**src/rtl/charger_pkg.sv**
```systemverilog
// Package: register codes, field layouts, reset values, timing counts and carrier types
// for the charger SMBus register block. Assumes a 50 MHz system clock.
package charger_pkg;

    // Register codes
    localparam logic [7:0]  REG_CHARGE_CURRENT = 8'h14;
    localparam logic [7:0]  REG_CHARGE_VOLTAGE = 8'h15;
    localparam logic [7:0]  REG_INPUT_LIMIT    = 8'h3F;
    localparam logic [7:0]  REG_MAKER_ID       = 8'hFE;
    localparam logic [7:0]  REG_PART_ID        = 8'hFF;

    // Reset values and clamp points, in register LSBs
    localparam logic [15:0] LIMIT_RESET        = 16'h0080;
    localparam logic [15:0] CHARGE_RESET       = 16'h0000;
    localparam logic [15:0] LIMIT_MAX_WORD     = 16'h157E;
    localparam logic [15:0] LIMIT_MIN_WORD     = 16'h0080;
    localparam logic [15:0] CURRENT_MAX_WORD   = 16'h1F80;
    localparam logic [15:0] CURRENT_MIN_WORD   = 16'h0080;
    localparam logic [15:0] VOLTAGE_MAX_WORD   = 16'h4B00;
    localparam logic [15:0] VOLTAGE_MIN_WORD   = 16'h0400;

    // Field positions
    localparam int          LIMIT_LSB          = 7;
    localparam int          LIMIT_W            = 6;
    localparam int          CURRENT_LSB        = 7;
    localparam int          CURRENT_W          = 6;
    localparam int          VOLTAGE_LSB        = 4;
    localparam int          VOLTAGE_W          = 11;
    localparam logic [5:0]  LIMIT_MAX_CODE     = 6'(LIMIT_MAX_WORD >> LIMIT_LSB);
    localparam logic [5:0]  LIMIT_RESET_CODE   = 6'(LIMIT_RESET >> LIMIT_LSB);

    // Bus framing
    localparam logic [6:0]  SLAVE_ADDR_DEFAULT = 7'h09;
    localparam logic [3:0]  BITS_PER_BYTE      = 4'h8;

    // Timing
    localparam longint unsigned CLK_HZ          = 50_000_000;
    localparam longint unsigned WRITE_TIMEOUT_S = 175;
    localparam longint unsigned SCL_LOW_MS      = 25;
    localparam longint unsigned WRITE_TIMEOUT_CYC = WRITE_TIMEOUT_S * CLK_HZ;
    localparam longint unsigned SCL_LOW_CYC     = (SCL_LOW_MS * CLK_HZ) / 1000;

    typedef enum logic [2:0] {
        ST_IDLE    = 3'b000,
        ST_ADDR    = 3'b001,
        ST_CODE    = 3'b010,
        ST_DATA_LO = 3'b011,
        ST_DATA_HI = 3'b100,
        ST_SEND_LO = 3'b101,
        ST_SEND_HI = 3'b110,
        ST_IGNORE  = 3'b111
    } bus_state_t;

    typedef struct packed {
        logic scl;
        logic sda;
        logic scl_rise;
        logic scl_fall;
        logic start;
        logic stop;
    } bus_ev_t;

    typedef struct packed {
        logic [LIMIT_W-1:0]   limit;
        logic [CURRENT_W-1:0] current;
        logic [VOLTAGE_W-1:0] voltage;
        logic                 enabled;
    } dac_out_t;

endpackage

```
**src/rtl/smbus_charger_input_limit_regs.sv**
```systemverilog
// SMBus slave register block of a charger controller: input limit, charge setpoints, safety timers.
// Assumes a 50 MHz clk, synchronous reset, open-drain SDA resolved outside.
//
// Overview of operation
// - Limit kept as 16-bit word; DAC code is bits 12..7.
// - Code bit weights run 256 mA up to 8192 mA, summed.
// - Requests above the maximum clamp to the maximum limit code.
// - Requests below 256 mA give a zero limit code.
// - After reset the limit is 256 mA.
// - Limit reached at code 0x3F by word write and word read.
// - Charge current reached at code 0x14 by word write.
// - No charge register write for 175 s stops charging.
// - Clock low longer than 25 ms stops charging.
// - A charge register write re-enables charging after a timeout.
// - Registers are 16 bits moved as two bytes.
// - Low byte travels first, high byte second, both directions.
// - Device acknowledges address, code and both data bytes of a write.
// - New setting takes effect only at the Stop.
// - One register per write; no auto-advance.
// - Read: set code, Stop, restart reading; host acks low, nacks high.
// - One register per read.
// - Charge registers reset to zero; charging off until both valid.
`timescale 1ns/10ps
`default_nettype none
module smbus_charger_input_limit_regs #(
    parameter logic [6:0]  SLAVE_ADDR = charger_pkg::SLAVE_ADDR_DEFAULT,
    parameter logic [15:0] MAKER_ID   = 16'h00A5, // Arbitrary value
    parameter logic [15:0] PART_ID    = 16'h005A, // Arbitrary value
    parameter logic [33:0] WD_CYCLES  = 34'(charger_pkg::WRITE_TIMEOUT_CYC),
    parameter logic [20:0] LOW_CYCLES = 21'(charger_pkg::SCL_LOW_CYC)
) (
    input  wire logic              clk,
    input  wire logic              rst,
    input  wire logic              scl_in,
    input  wire logic              sda_in,
    output logic                   sda_out,
    output logic                   sda_oe,
    output charger_pkg::dac_out_t  dac
);
    import charger_pkg::*;

    typedef struct packed {
        bus_state_t  st;
        logic [3:0]  bitcnt;
        logic        in_ack;
        logic        nack;
        logic [7:0]  shreg;
        logic [7:0]  code;
        logic [7:0]  lo_byte;
        logic [15:0] wr_word;
        logic        wr_pend;
        logic [15:0] limit_word;
        logic [15:0] current_word;
        logic [15:0] voltage_word;
        logic [33:0] wd_cnt;
        logic [20:0] low_cnt;
        logic        wd_exp;
        logic        low_exp;
        logic        sda_out;
        logic        sda_oe;
        dac_out_t    dac;
    } regs_t;

    regs_t   s;
    regs_t   next_s;
    bus_ev_t ev;
    logic    [15:0] rd_word;

    bus_pin_sync u_sync (
        .clk    (clk),
        .rst    (rst),
        .scl_in (scl_in),
        .sda_in (sda_in),
        .ev     (ev)
    );

    // Clamp above the top, zero below the first step
    function automatic logic [15:0] effective(input logic [15:0] w, input logic [15:0] hi, input logic [15:0] lo);
        if (w < lo) begin
            return 16'h0000;
        end
        return (w > hi) ? hi : w;
    endfunction

    function automatic logic [15:0] read_word(input regs_t r);
        case (r.code)
            REG_CHARGE_CURRENT: return r.current_word;
            REG_CHARGE_VOLTAGE: return r.voltage_word;
            REG_INPUT_LIMIT:    return r.limit_word;
            REG_MAKER_ID:       return MAKER_ID;
            REG_PART_ID:        return PART_ID;
            default:            return 16'h0000;
        endcase
    endfunction

    assign rd_word = read_word(s);

    always_comb begin
        logic tx;
        logic acking;
        logic charge_write;
        next_s       = s;
        charge_write = 1'b0;
        tx           = (s.st == ST_SEND_LO) || (s.st == ST_SEND_HI);
        acking       = ((s.st == ST_ADDR) && (s.shreg[7:1] == SLAVE_ADDR)) || (s.st == ST_CODE)
                       || (s.st == ST_DATA_LO) || (s.st == ST_DATA_HI);

        if (ev.start) begin
            // A repeated start drops an unfinished write
            next_s.st      = ST_ADDR;
            next_s.bitcnt  = 4'h0;
            next_s.in_ack  = 1'b0;
            next_s.sda_oe  = 1'b0;
            next_s.wr_pend = 1'b0;
        end else if (ev.stop) begin
            if (s.wr_pend) begin
                case (s.code)
                    REG_INPUT_LIMIT:    next_s.limit_word = s.wr_word;
                    REG_CHARGE_CURRENT: begin
                        next_s.current_word = s.wr_word;
                        charge_write        = 1'b1;
                    end
                    REG_CHARGE_VOLTAGE: begin
                        next_s.voltage_word = s.wr_word;
                        charge_write        = 1'b1;
                    end
                    default: ;
                endcase
            end
            next_s.st      = ST_IDLE;
            next_s.in_ack  = 1'b0;
            next_s.sda_oe  = 1'b0;
            next_s.wr_pend = 1'b0;
        end else if (s.st != ST_IDLE) begin
            if (ev.scl_rise) begin
                if (s.in_ack) begin
                    next_s.nack = ev.sda;
                end else if (s.bitcnt < BITS_PER_BYTE) begin
                    next_s.bitcnt = s.bitcnt + 4'h1;
                    if (!tx) begin
                        next_s.shreg = {s.shreg[6:0], ev.sda};
                    end
                end
            end else if (ev.scl_fall) begin
                if (s.in_ack) begin
                    next_s.in_ack = 1'b0;
                    next_s.bitcnt = 4'h0;
                    next_s.sda_oe = 1'b0;
                    case (s.st)
                        ST_ADDR: begin
                            if (s.shreg[7:1] != SLAVE_ADDR) begin
                                next_s.st = ST_IDLE;
                            end else if (s.shreg[0]) begin
                                next_s.st     = ST_SEND_LO;
                                next_s.shreg  = rd_word[7:0];
                                next_s.sda_oe = ~rd_word[7];
                            end else begin
                                next_s.st = ST_CODE;
                            end
                        end
                        ST_CODE: begin
                            next_s.code = s.shreg;
                            next_s.st   = ST_DATA_LO;
                        end
                        ST_DATA_LO: begin
                            next_s.lo_byte = s.shreg;
                            next_s.st      = ST_DATA_HI;
                        end
                        ST_DATA_HI: begin
                            next_s.wr_word = {s.shreg, s.lo_byte};
                            next_s.wr_pend = 1'b1;
                            next_s.st      = ST_IGNORE;
                        end
                        ST_SEND_LO: begin
                            if (s.nack) begin
                                next_s.st = ST_IGNORE;
                            end else begin
                                next_s.st     = ST_SEND_HI;
                                next_s.shreg  = rd_word[15:8];
                                next_s.sda_oe = ~rd_word[15];
                            end
                        end
                        default: next_s.st = ST_IGNORE;
                    endcase
                end else if (s.bitcnt == BITS_PER_BYTE) begin
                    next_s.in_ack = 1'b1;
                    next_s.sda_oe = !tx && acking;
                end else if (tx && (s.bitcnt != 4'h0)) begin
                    next_s.shreg  = {s.shreg[6:0], 1'b0};
                    next_s.sda_oe = ~s.shreg[6];
                end
            end
        end

        // Clock-low watchdog; counter saturates so the flag holds while the line stays low
        if (ev.scl) begin
            next_s.low_cnt = '0;
        end else if (s.low_cnt != LOW_CYCLES) begin
            next_s.low_cnt = s.low_cnt + 21'h1;
        end
        if (charge_write) begin
            next_s.wd_cnt = '0;
        end else if (s.wd_cnt != WD_CYCLES) begin
            next_s.wd_cnt = s.wd_cnt + 34'h1;
        end
        if (charge_write) begin
            next_s.wd_exp  = 1'b0;
            next_s.low_exp = 1'b0;
        end
        // Set only on the step onto the limit; a saturated count must not block the clear of a later write
        if (s.wd_cnt == WD_CYCLES - 34'h1) begin
            next_s.wd_exp = 1'b1;
        end
        if (s.low_cnt == LOW_CYCLES) begin
            next_s.low_exp = 1'b1;
        end

        next_s.dac.limit   = LIMIT_W'(effective(s.limit_word, LIMIT_MAX_WORD, LIMIT_MIN_WORD) >> LIMIT_LSB);
        next_s.dac.current = CURRENT_W'(effective(s.current_word, CURRENT_MAX_WORD, CURRENT_MIN_WORD) >> CURRENT_LSB);
        next_s.dac.voltage = VOLTAGE_W'(effective(s.voltage_word, VOLTAGE_MAX_WORD, VOLTAGE_MIN_WORD) >> VOLTAGE_LSB);
        next_s.dac.enabled = (s.dac.current != '0) && (s.dac.voltage != '0) && !s.wd_exp && !s.low_exp;
        next_s.sda_out     = 1'b0;
    end

    always_ff @(posedge clk) begin
        if (rst) begin
            s              <= '0;
            s.st           <= ST_IDLE;
            s.limit_word   <= LIMIT_RESET;
            s.current_word <= CHARGE_RESET;
            s.voltage_word <= CHARGE_RESET;
            s.dac.limit    <= LIMIT_RESET_CODE;
        end else begin
            s <= next_s;
        end
    end

    assign sda_out = s.sda_out;
    assign sda_oe  = s.sda_oe;
    assign dac     = s.dac;
endmodule // smbus_charger_input_limit_regs
`default_nettype wire

```
**src/rtl/bus_pin_sync.sv**
```systemverilog
// Synchroniser and edge finder for the two bus pins.
// Assumes scl_in and sda_in are asynchronous to clk.
`timescale 1ns/10ps
`default_nettype none
module bus_pin_sync (
    input  wire logic              clk,
    input  wire logic              rst,
    input  wire logic              scl_in,
    input  wire logic              sda_in,
    output charger_pkg::bus_ev_t   ev
);
    import charger_pkg::*;

    typedef struct packed {
        logic [2:0] scl_p;
        logic [2:0] sda_p;
    } sync_t;

    sync_t s;
    sync_t next_s;

    always_comb begin
        next_s       = s;
        next_s.scl_p = {s.scl_p[1:0], scl_in};
        next_s.sda_p = {s.sda_p[1:0], sda_in};
    end

    always_ff @(posedge clk) begin
        if (rst) begin
            s <= '1;
        end else begin
            s <= next_s;
        end
    end

    // Only stages 1 and 2 are looked at; stage 0 feeds stage 1 alone
    assign ev.scl      = s.scl_p[1];
    assign ev.sda      = s.sda_p[1];
    assign ev.scl_rise = s.scl_p[1] & ~s.scl_p[2];
    assign ev.scl_fall = ~s.scl_p[1] & s.scl_p[2];
    assign ev.start    = s.scl_p[1] & s.scl_p[2] & ~s.sda_p[1] & s.sda_p[2];
    assign ev.stop     = s.scl_p[1] & s.scl_p[2] & s.sda_p[1] & ~s.sda_p[2];
endmodule // bus_pin_sync
`default_nettype wire

```
**config.mk**
```make
export PLATFORM = sky130hd
export DESIGN_NAME = smbus_charger_input_limit_regs
export DESIGN_NICKNAME = d
export VERILOG_FILES = /design/src/rtl/charger_pkg.sv /design/src/rtl/smbus_charger_input_limit_regs.sv /design/src/rtl/bus_pin_sync.sv
export SDC_FILE = /design/constraint.sdc
export NUM_CORES = 1
export LEC_CHECK = 0
export BUFFER_PORTS_ARGS = -buffer_cell sky130_fd_sc_hd__buf_2
export CAP_MARGIN = 20
export CORE_ASPECT_RATIO = 1.4
export CORE_UTILIZATION = 56
export DETAILED_ROUTE_END_ITERATION = 6
export PLACE_DENSITY = 0.76
export SLEW_MARGIN = 40
export SYNTH_ARGS = -nofsm -noshare
export SYNTH_HDL_FRONTEND = slang
export SYNTH_SLANG_ARGS = --single-unit
```
**constraint.sdc**
```tcl
create_clock -name clk -period 2.1 [get_ports clk]
set_clock_uncertainty 0.2 [all_clocks]
set_input_delay 0.42 -clock clk [delete_from_list [all_inputs] [get_ports clk]]
set_output_delay 0.42 -clock clk [all_outputs]
set_load 0.03 [all_outputs]
```
# Yosys cells after proc, flatten, opt, wreduce, memory -nomap -nowiden
# Index checks and enable logic that the tools add are counted.
# classes
n_addsub	3
n_lt_le_gt_ge	7
eq_ne	27
mux	64
bitwise_logic	17
n_reduce_logical	46
# op_table
operator	n
two-way mux 8 bit	12
case mux 16 bit (5 select lines)	1
two-way mux 13 bit	6
two-way mux 33 bit	2
two-way mux 48 bit	1
two-way mux 15 bit	3
two-way mux 41 bit	1
adder 34 x 1 -> 34 bit, second input constant	1
== test 34 bit, second input constant	1
inequality test 34 bit, second input constant	1
greater-than comparator 16 x 13 -> 1 bit, second input constant	2
< comparator 16 x 8 -> 1 bit, second input constant	2
two-way mux 1 bit	24
AND reduction 4 bit	6
adder 21 x 1 -> 21 bit, second input constant	1
== test 21 bit, second input constant	1
inequality test 21 bit, second input constant	1
AND reduction 7 bit	3
nonzero test 3 bit	6
two-way mux 17 bit	1
== test 8 x 5 -> 1 bit, second input constant	2
== test 8 bit, second input constant	2
greater-than comparator 16 x 15 -> 1 bit, second input constant	1
< comparator 16 x 11 -> 1 bit, second input constant	1
other kinds (38)	82
# word_totals
register_bits	187
input_bits	4
output_inout_bits	26
wordCells	190

# Depth between registers and ports, before layout
# depth
depth_word	11
mapped_depth	9
ltp_nobuf	8

# Hierarchy
# From an unflattened synthesis, not the netlist that was laid out.
# unflattened
hier_cells	960
hier_area_um2	8668.3
# by_module_without_submodules
module	instances	cells_each	area_per_inst_um2	seq_area_each_um2
smbus_charger_input_limit_regs	1	942	8463.1	3603.5
bus_pin_sync	1	18	205.2	120.1

# Least setup slack after synthesis
# OpenSTA, ideal clock, no wires.
# synth_path
path_kind	register to register
from	register s[170] in the netlist's numbering
to	register s[169] in the netlist's numbering
setup_time_ns	0.132
arrival_time_ns	1.932
required_time_ns	1.768
path_slack_ns	-0.164
path_stages_with_launch	9
synth_period_minus_slack_ns	2.264
cell_sequence	dfxtp_1 > buf_2 > or4b_4 > nor4b_4 > a21oi_2 > or2_1 > buf_4 > mux2i_1 > a21oi_1
# synth_between
elab_chain_len	3
# synth_rtl
element	line_no	rtl
start, declared	smbus_charger_input_limit_regs.sv:64	regs_t s;
start signal, assigned	smbus_charger_input_limit_regs.sv:234	s <= next_s;
inequality test 7 x 4 -> 1 bit	smbus_charger_input_limit_regs.sv:151	if (s.shreg[7:1] != SLAVE_ADDR) begin
inequality test 4 bit (no line)	-	
AND reduction 13 bit (no line)	-	
# Every way passes these cells.
# A chain may end at the register's enable or synchronous reset.

# Worst setup path in the final report
# layout_path
from	register s[169] in the netlist's numbering
to	register s[167] in the netlist's numbering
# The elaborated chain is that of the path after synthesis.

==> impl_metrics.csv <==
group,metric,value,unit
status,status,"complete, but fails checks",
power,ir_drop,0.573,mV
timing,finalCriticalPeriod,2.31,ns
job,drv_cap,0,
power,p_leak,0.00366,uW
placed_design,gp_congestion,0.899,
yosys,synth_edf_count,0,
grt,antenna_found_initial,0,
yosys,synth_top_cell_by_area,"dfxtp_1",
final_layout,diodes,0,
final_layout,area_growth,18.5,%
cts,numCtsBuffers,17,
final_layout,final_cell_count_no_fill,1280,
yosys,synth_top_area_share,44.7,%
timing,layout_setup_ws,-0.207,ns
min_path,hold_path_startpoint,"rst",
yosys,yosys.area_share.simple,27.0,%
routing,drtIter0Drc,612,
yosys,ys_ff_latch,186,
grt,grt_pass1_wl,33900,microns
critical_path,cp_cell_sequence,"or4b_4 -> nor4b_4 -> a21oi_2 -> nor4b_4 -> buf_6 -> o2111ai_4 -> a21oi_2",
cts,clkLatencyLatePin,0.43,ns
timing,slew_violations,0,
die,io_pins,30,
yosys,synthTopCellsByArea,"dfxtp_1 45%, nand2_1 7.7%, a21oi_1 5.7%",
yosys,syn_nets,1017,
routing,firstDrtPassIters,5,
die,initial_utilization,57.5,%
min_path,hold_path_class,"input port to flip-flop",
critical_path,crit_family,"simple AND/OR/NAND/NOR gates",
placed_design,dpl.hpwl,14200,microns
yosys,async_flop_share,0,%
yosys,synthCells,1007,
final_layout,fin_nets,1088,
critical_path,timing.rr.start,"s[169]$_SDFFE_PP0P_",
timing,whs,0.174,ns
min_path,hold_path_depth,2,
placed_design,dp.cells,1236,
cts,cts-htree-levels,4,
grt,grt_max_degree,35,
yosys,synth_xor_area_share,5.15,%
critical_path,cp_data_required_time,2.27,ns
critical_path,critPathKind,"flip-flop to flip-flop",
grt,grtUsageTotal,27.8,%
timing,min_period_over_period,110,%
die,die_h,146,microns
cts,clkTransAtPathRegs,0.07,ns
critical_path,r2r-end,"s[167]$_SDFFE_PP0P_",
routing,postRouteWirelength,20800,microns
yosys,yosys.cell_types.count,63,
critical_path,crit_slowest_cell,"or4b_4",
final_layout,layout_common_cells,"177 x dfxtp_1, 172 x nand2_1, 113 x nor2_1",
final_layout,utilization,68.1,%
critical_path,cp-start-kind,"flip-flop",
critical_path,critPathMaxStageDelay,0.55,ns
cts,clockBufferDepth,2,
placed_design,dpl_worst_slack,-0.209,ns
critical_path,ff2ff_path_depth,7,
die,die-area,0.0154,sq mm
yosys,synthAdderAreaFrac,0.900,%
cts,cts_sinks,186,
min_path,hold_path_end,"s[123]$_SDFFE_PP0P_",
cts,root_buffer,"clkbuf_16",
final_layout,fillCellCount,1135,
timing,maxSlewHeadroom,63.3,%
yosys,synth_top_family_by_area,"simple AND/OR/NAND/NOR gates",
timing,fmax,0.433,GHz
yosys,ys_warn_count,0,
routing,vias_per_cell,5.78,
critical_path,worstPathArrival,2.48,ns
yosys,synthesis.area,0.00834,sq mm
routing,vias,7394,
yosys,synth_top_flop_cell,"dfxtp_1",
yosys,synth.area.mux_share,4.92,%
placed_design,port_buffers,28,
power,finalPower,6850,uW
cts,cts_tree,"yes",
critical_path,path_max_fanout,6,
critical_path,rrSetupSlack,-0.21,ns
die,die_w,105,microns
final_layout,multi_input_area,0.00433,sq mm
grt,overflow,0,
timing,worst_pin_slew,0.545,ns
critical_path,crit_path_end_kind,"flip-flop",
die,rows,52,
yosys,avgSynthCellArea,8.28,sq um
grt,grt_pass1_vias,7077,
timing,finalHoldViolCount,0,
status,failed_checks,"negative setup slack",
final_layout,seqCellArea,0.00373,sq mm
routing,routedWlPerCell,16.2,microns
critical_path,cp_num_buf_inv,1,
timing,rsz0062_at_grt,"yes",
timing,setup_violations,9,
final_layout,drive_gt1_share,19.7,%
yosys,ys_seq_area_share,44.7,%
final_layout,layout_commonest_cell,"dfxtp_1",
die,coreArea,0.0145,sq mm
yosys,synth_compound_area_share,11.9,%
power,powerDensity,693,mW/mm^2
routing,antenna_left,0,
routing,drc,0,
synth_stat cells, types with 2 or more instances:
| library cell | count |
|---|---|
| inv_1 | 16 |
| buf_2 | 4 |
| nor4_1 | 11 |
| nor3b_1 | 6 |
| buf_1 | 2 |
| or2_1 | 4 |
| xor2_1 | 36 |
| nand2b_1 | 7 |
| or3_1 | 9 |
| o311ai_1 | 2 |
| a32oi_1 | 3 |
| a31oi_1 | 4 |
| nor2b_1 | 2 |
| and3b_1 | 3 |
| o21ai_1 | 3 |
| mux2i_1 | 32 |
| nand4_1 | 19 |
| nand3_1 | 39 |
| and4_1 | 3 |
| a22oi_1 | 3 |
| o211ai_1 | 6 |
| o22ai_1 | 4 |
| dfxtp_1 | 186 |
| a221o_1 | 6 |
| clkbuf_1 | 44 |
| nor2_1 | 113 |
| o21ai_0 | 15 |
| or2_2 | 7 |
| and2_1 | 16 |
| a21oi_1 | 95 |
| or4_1 | 4 |
| buf_4 | 26 |
| o2111ai_1 | 6 |
| nor3_1 | 22 |
| and3_1 | 10 |
| mux2_2 | 8 |
| xnor2_1 | 13 |
| ha_1 | 6 |
| nand3b_1 | 3 |
| a211oi_1 | 2 |
| nand2_1 | 172 |
| o21a_1 | 6 |
| nor4b_4 | 2 |
| nor4b_1 | 8 |
stage by stage:
stage                     instance area [sq um]  TNS (ns)
after floorplan                            8350    -0.951
after global placement                     9010     -1.02
after detailed placement                   9010     -1.52
after CTS                                  9660     -1.25
after global routing                       9880     -2.49
final                                      9880     -1.52
sequential cells by signal, summed over array words and instances (netlist names):
signal and count:
s 155, u_sync.next_s 2, sda_oe 1, u_sync.s 2, dac 24, u_sync.ev 2
layout make-up:
class	count	area share, %
clock buffers	19	4.58
clock inverters	13	1.33
inverters	16	0.608
multi-input cells	728	43.8
flip-flops and latches	186	37.8
well taps	189	2.39
repair buffers	129	9.49
routing by layer:
metal | global-route usage (%) | wire length (microns) | vias to the layer above
met5 | 0 | 0 | -
met4 | 15.5 | 895 | 0
met3 | 5.22 | 957 | 67
met2 | 48.2 | 10700 | 235
met1 | 31.9 | 8200 | 3505
li1 | - | - | 3587
logic make-up after synthesis:
group | after synthesis
AOI/OAI and AO/OA | 165
DFF | 186
adders and majority gates | 6
buffers and inverters | 93
xor gates and xnor gates | 49
muxes | 40
other | 1
and+or+nand+nor | 467
how the worst max path moves through the flow:
stage	from	end	slack (ns)	depth (start not counted)
after CTS	s[167]$_SDFFE_PP0P_	s[165]$_SDFFE_PP0P_	-0.19	7
after detailed placement	s[167]$_SDFFE_PP0P_	s[165]$_SDFFE_PP0P_	-0.21	6
final	s[169]$_SDFFE_PP0P_	s[167]$_SDFFE_PP0P_	-0.21	7
after floorplan	s[170]$_SDFFE_PP0P_	s[169]$_SDFFE_PP0P_	-0.13	8
after global placement	s[167]$_SDFFE_PP0P_	s[170]$_SDFFE_PP0P_	-0.15	6
after global routing	s[169]$_SDFFE_PP0P_	s[169]$_SDFFE_PP0P_	-0.29	7
power breakdown:
part           total, uW  switching (uW)  internal [uW]
clock               3160            1430           1730
combinational        146            95.0           51.0
sequential          3550            10.0           3540
timing repair:
action	CTS	global route
hold buffers	2	0
resized for setup	6	36
setup buffers	2	8
endpoints found under the hold margin	2	0
gates cloned	0	0
pin swaps	3	22
setup endpoints to repair	15	63
No activity file was read; power rests on OpenSTA's default activity.
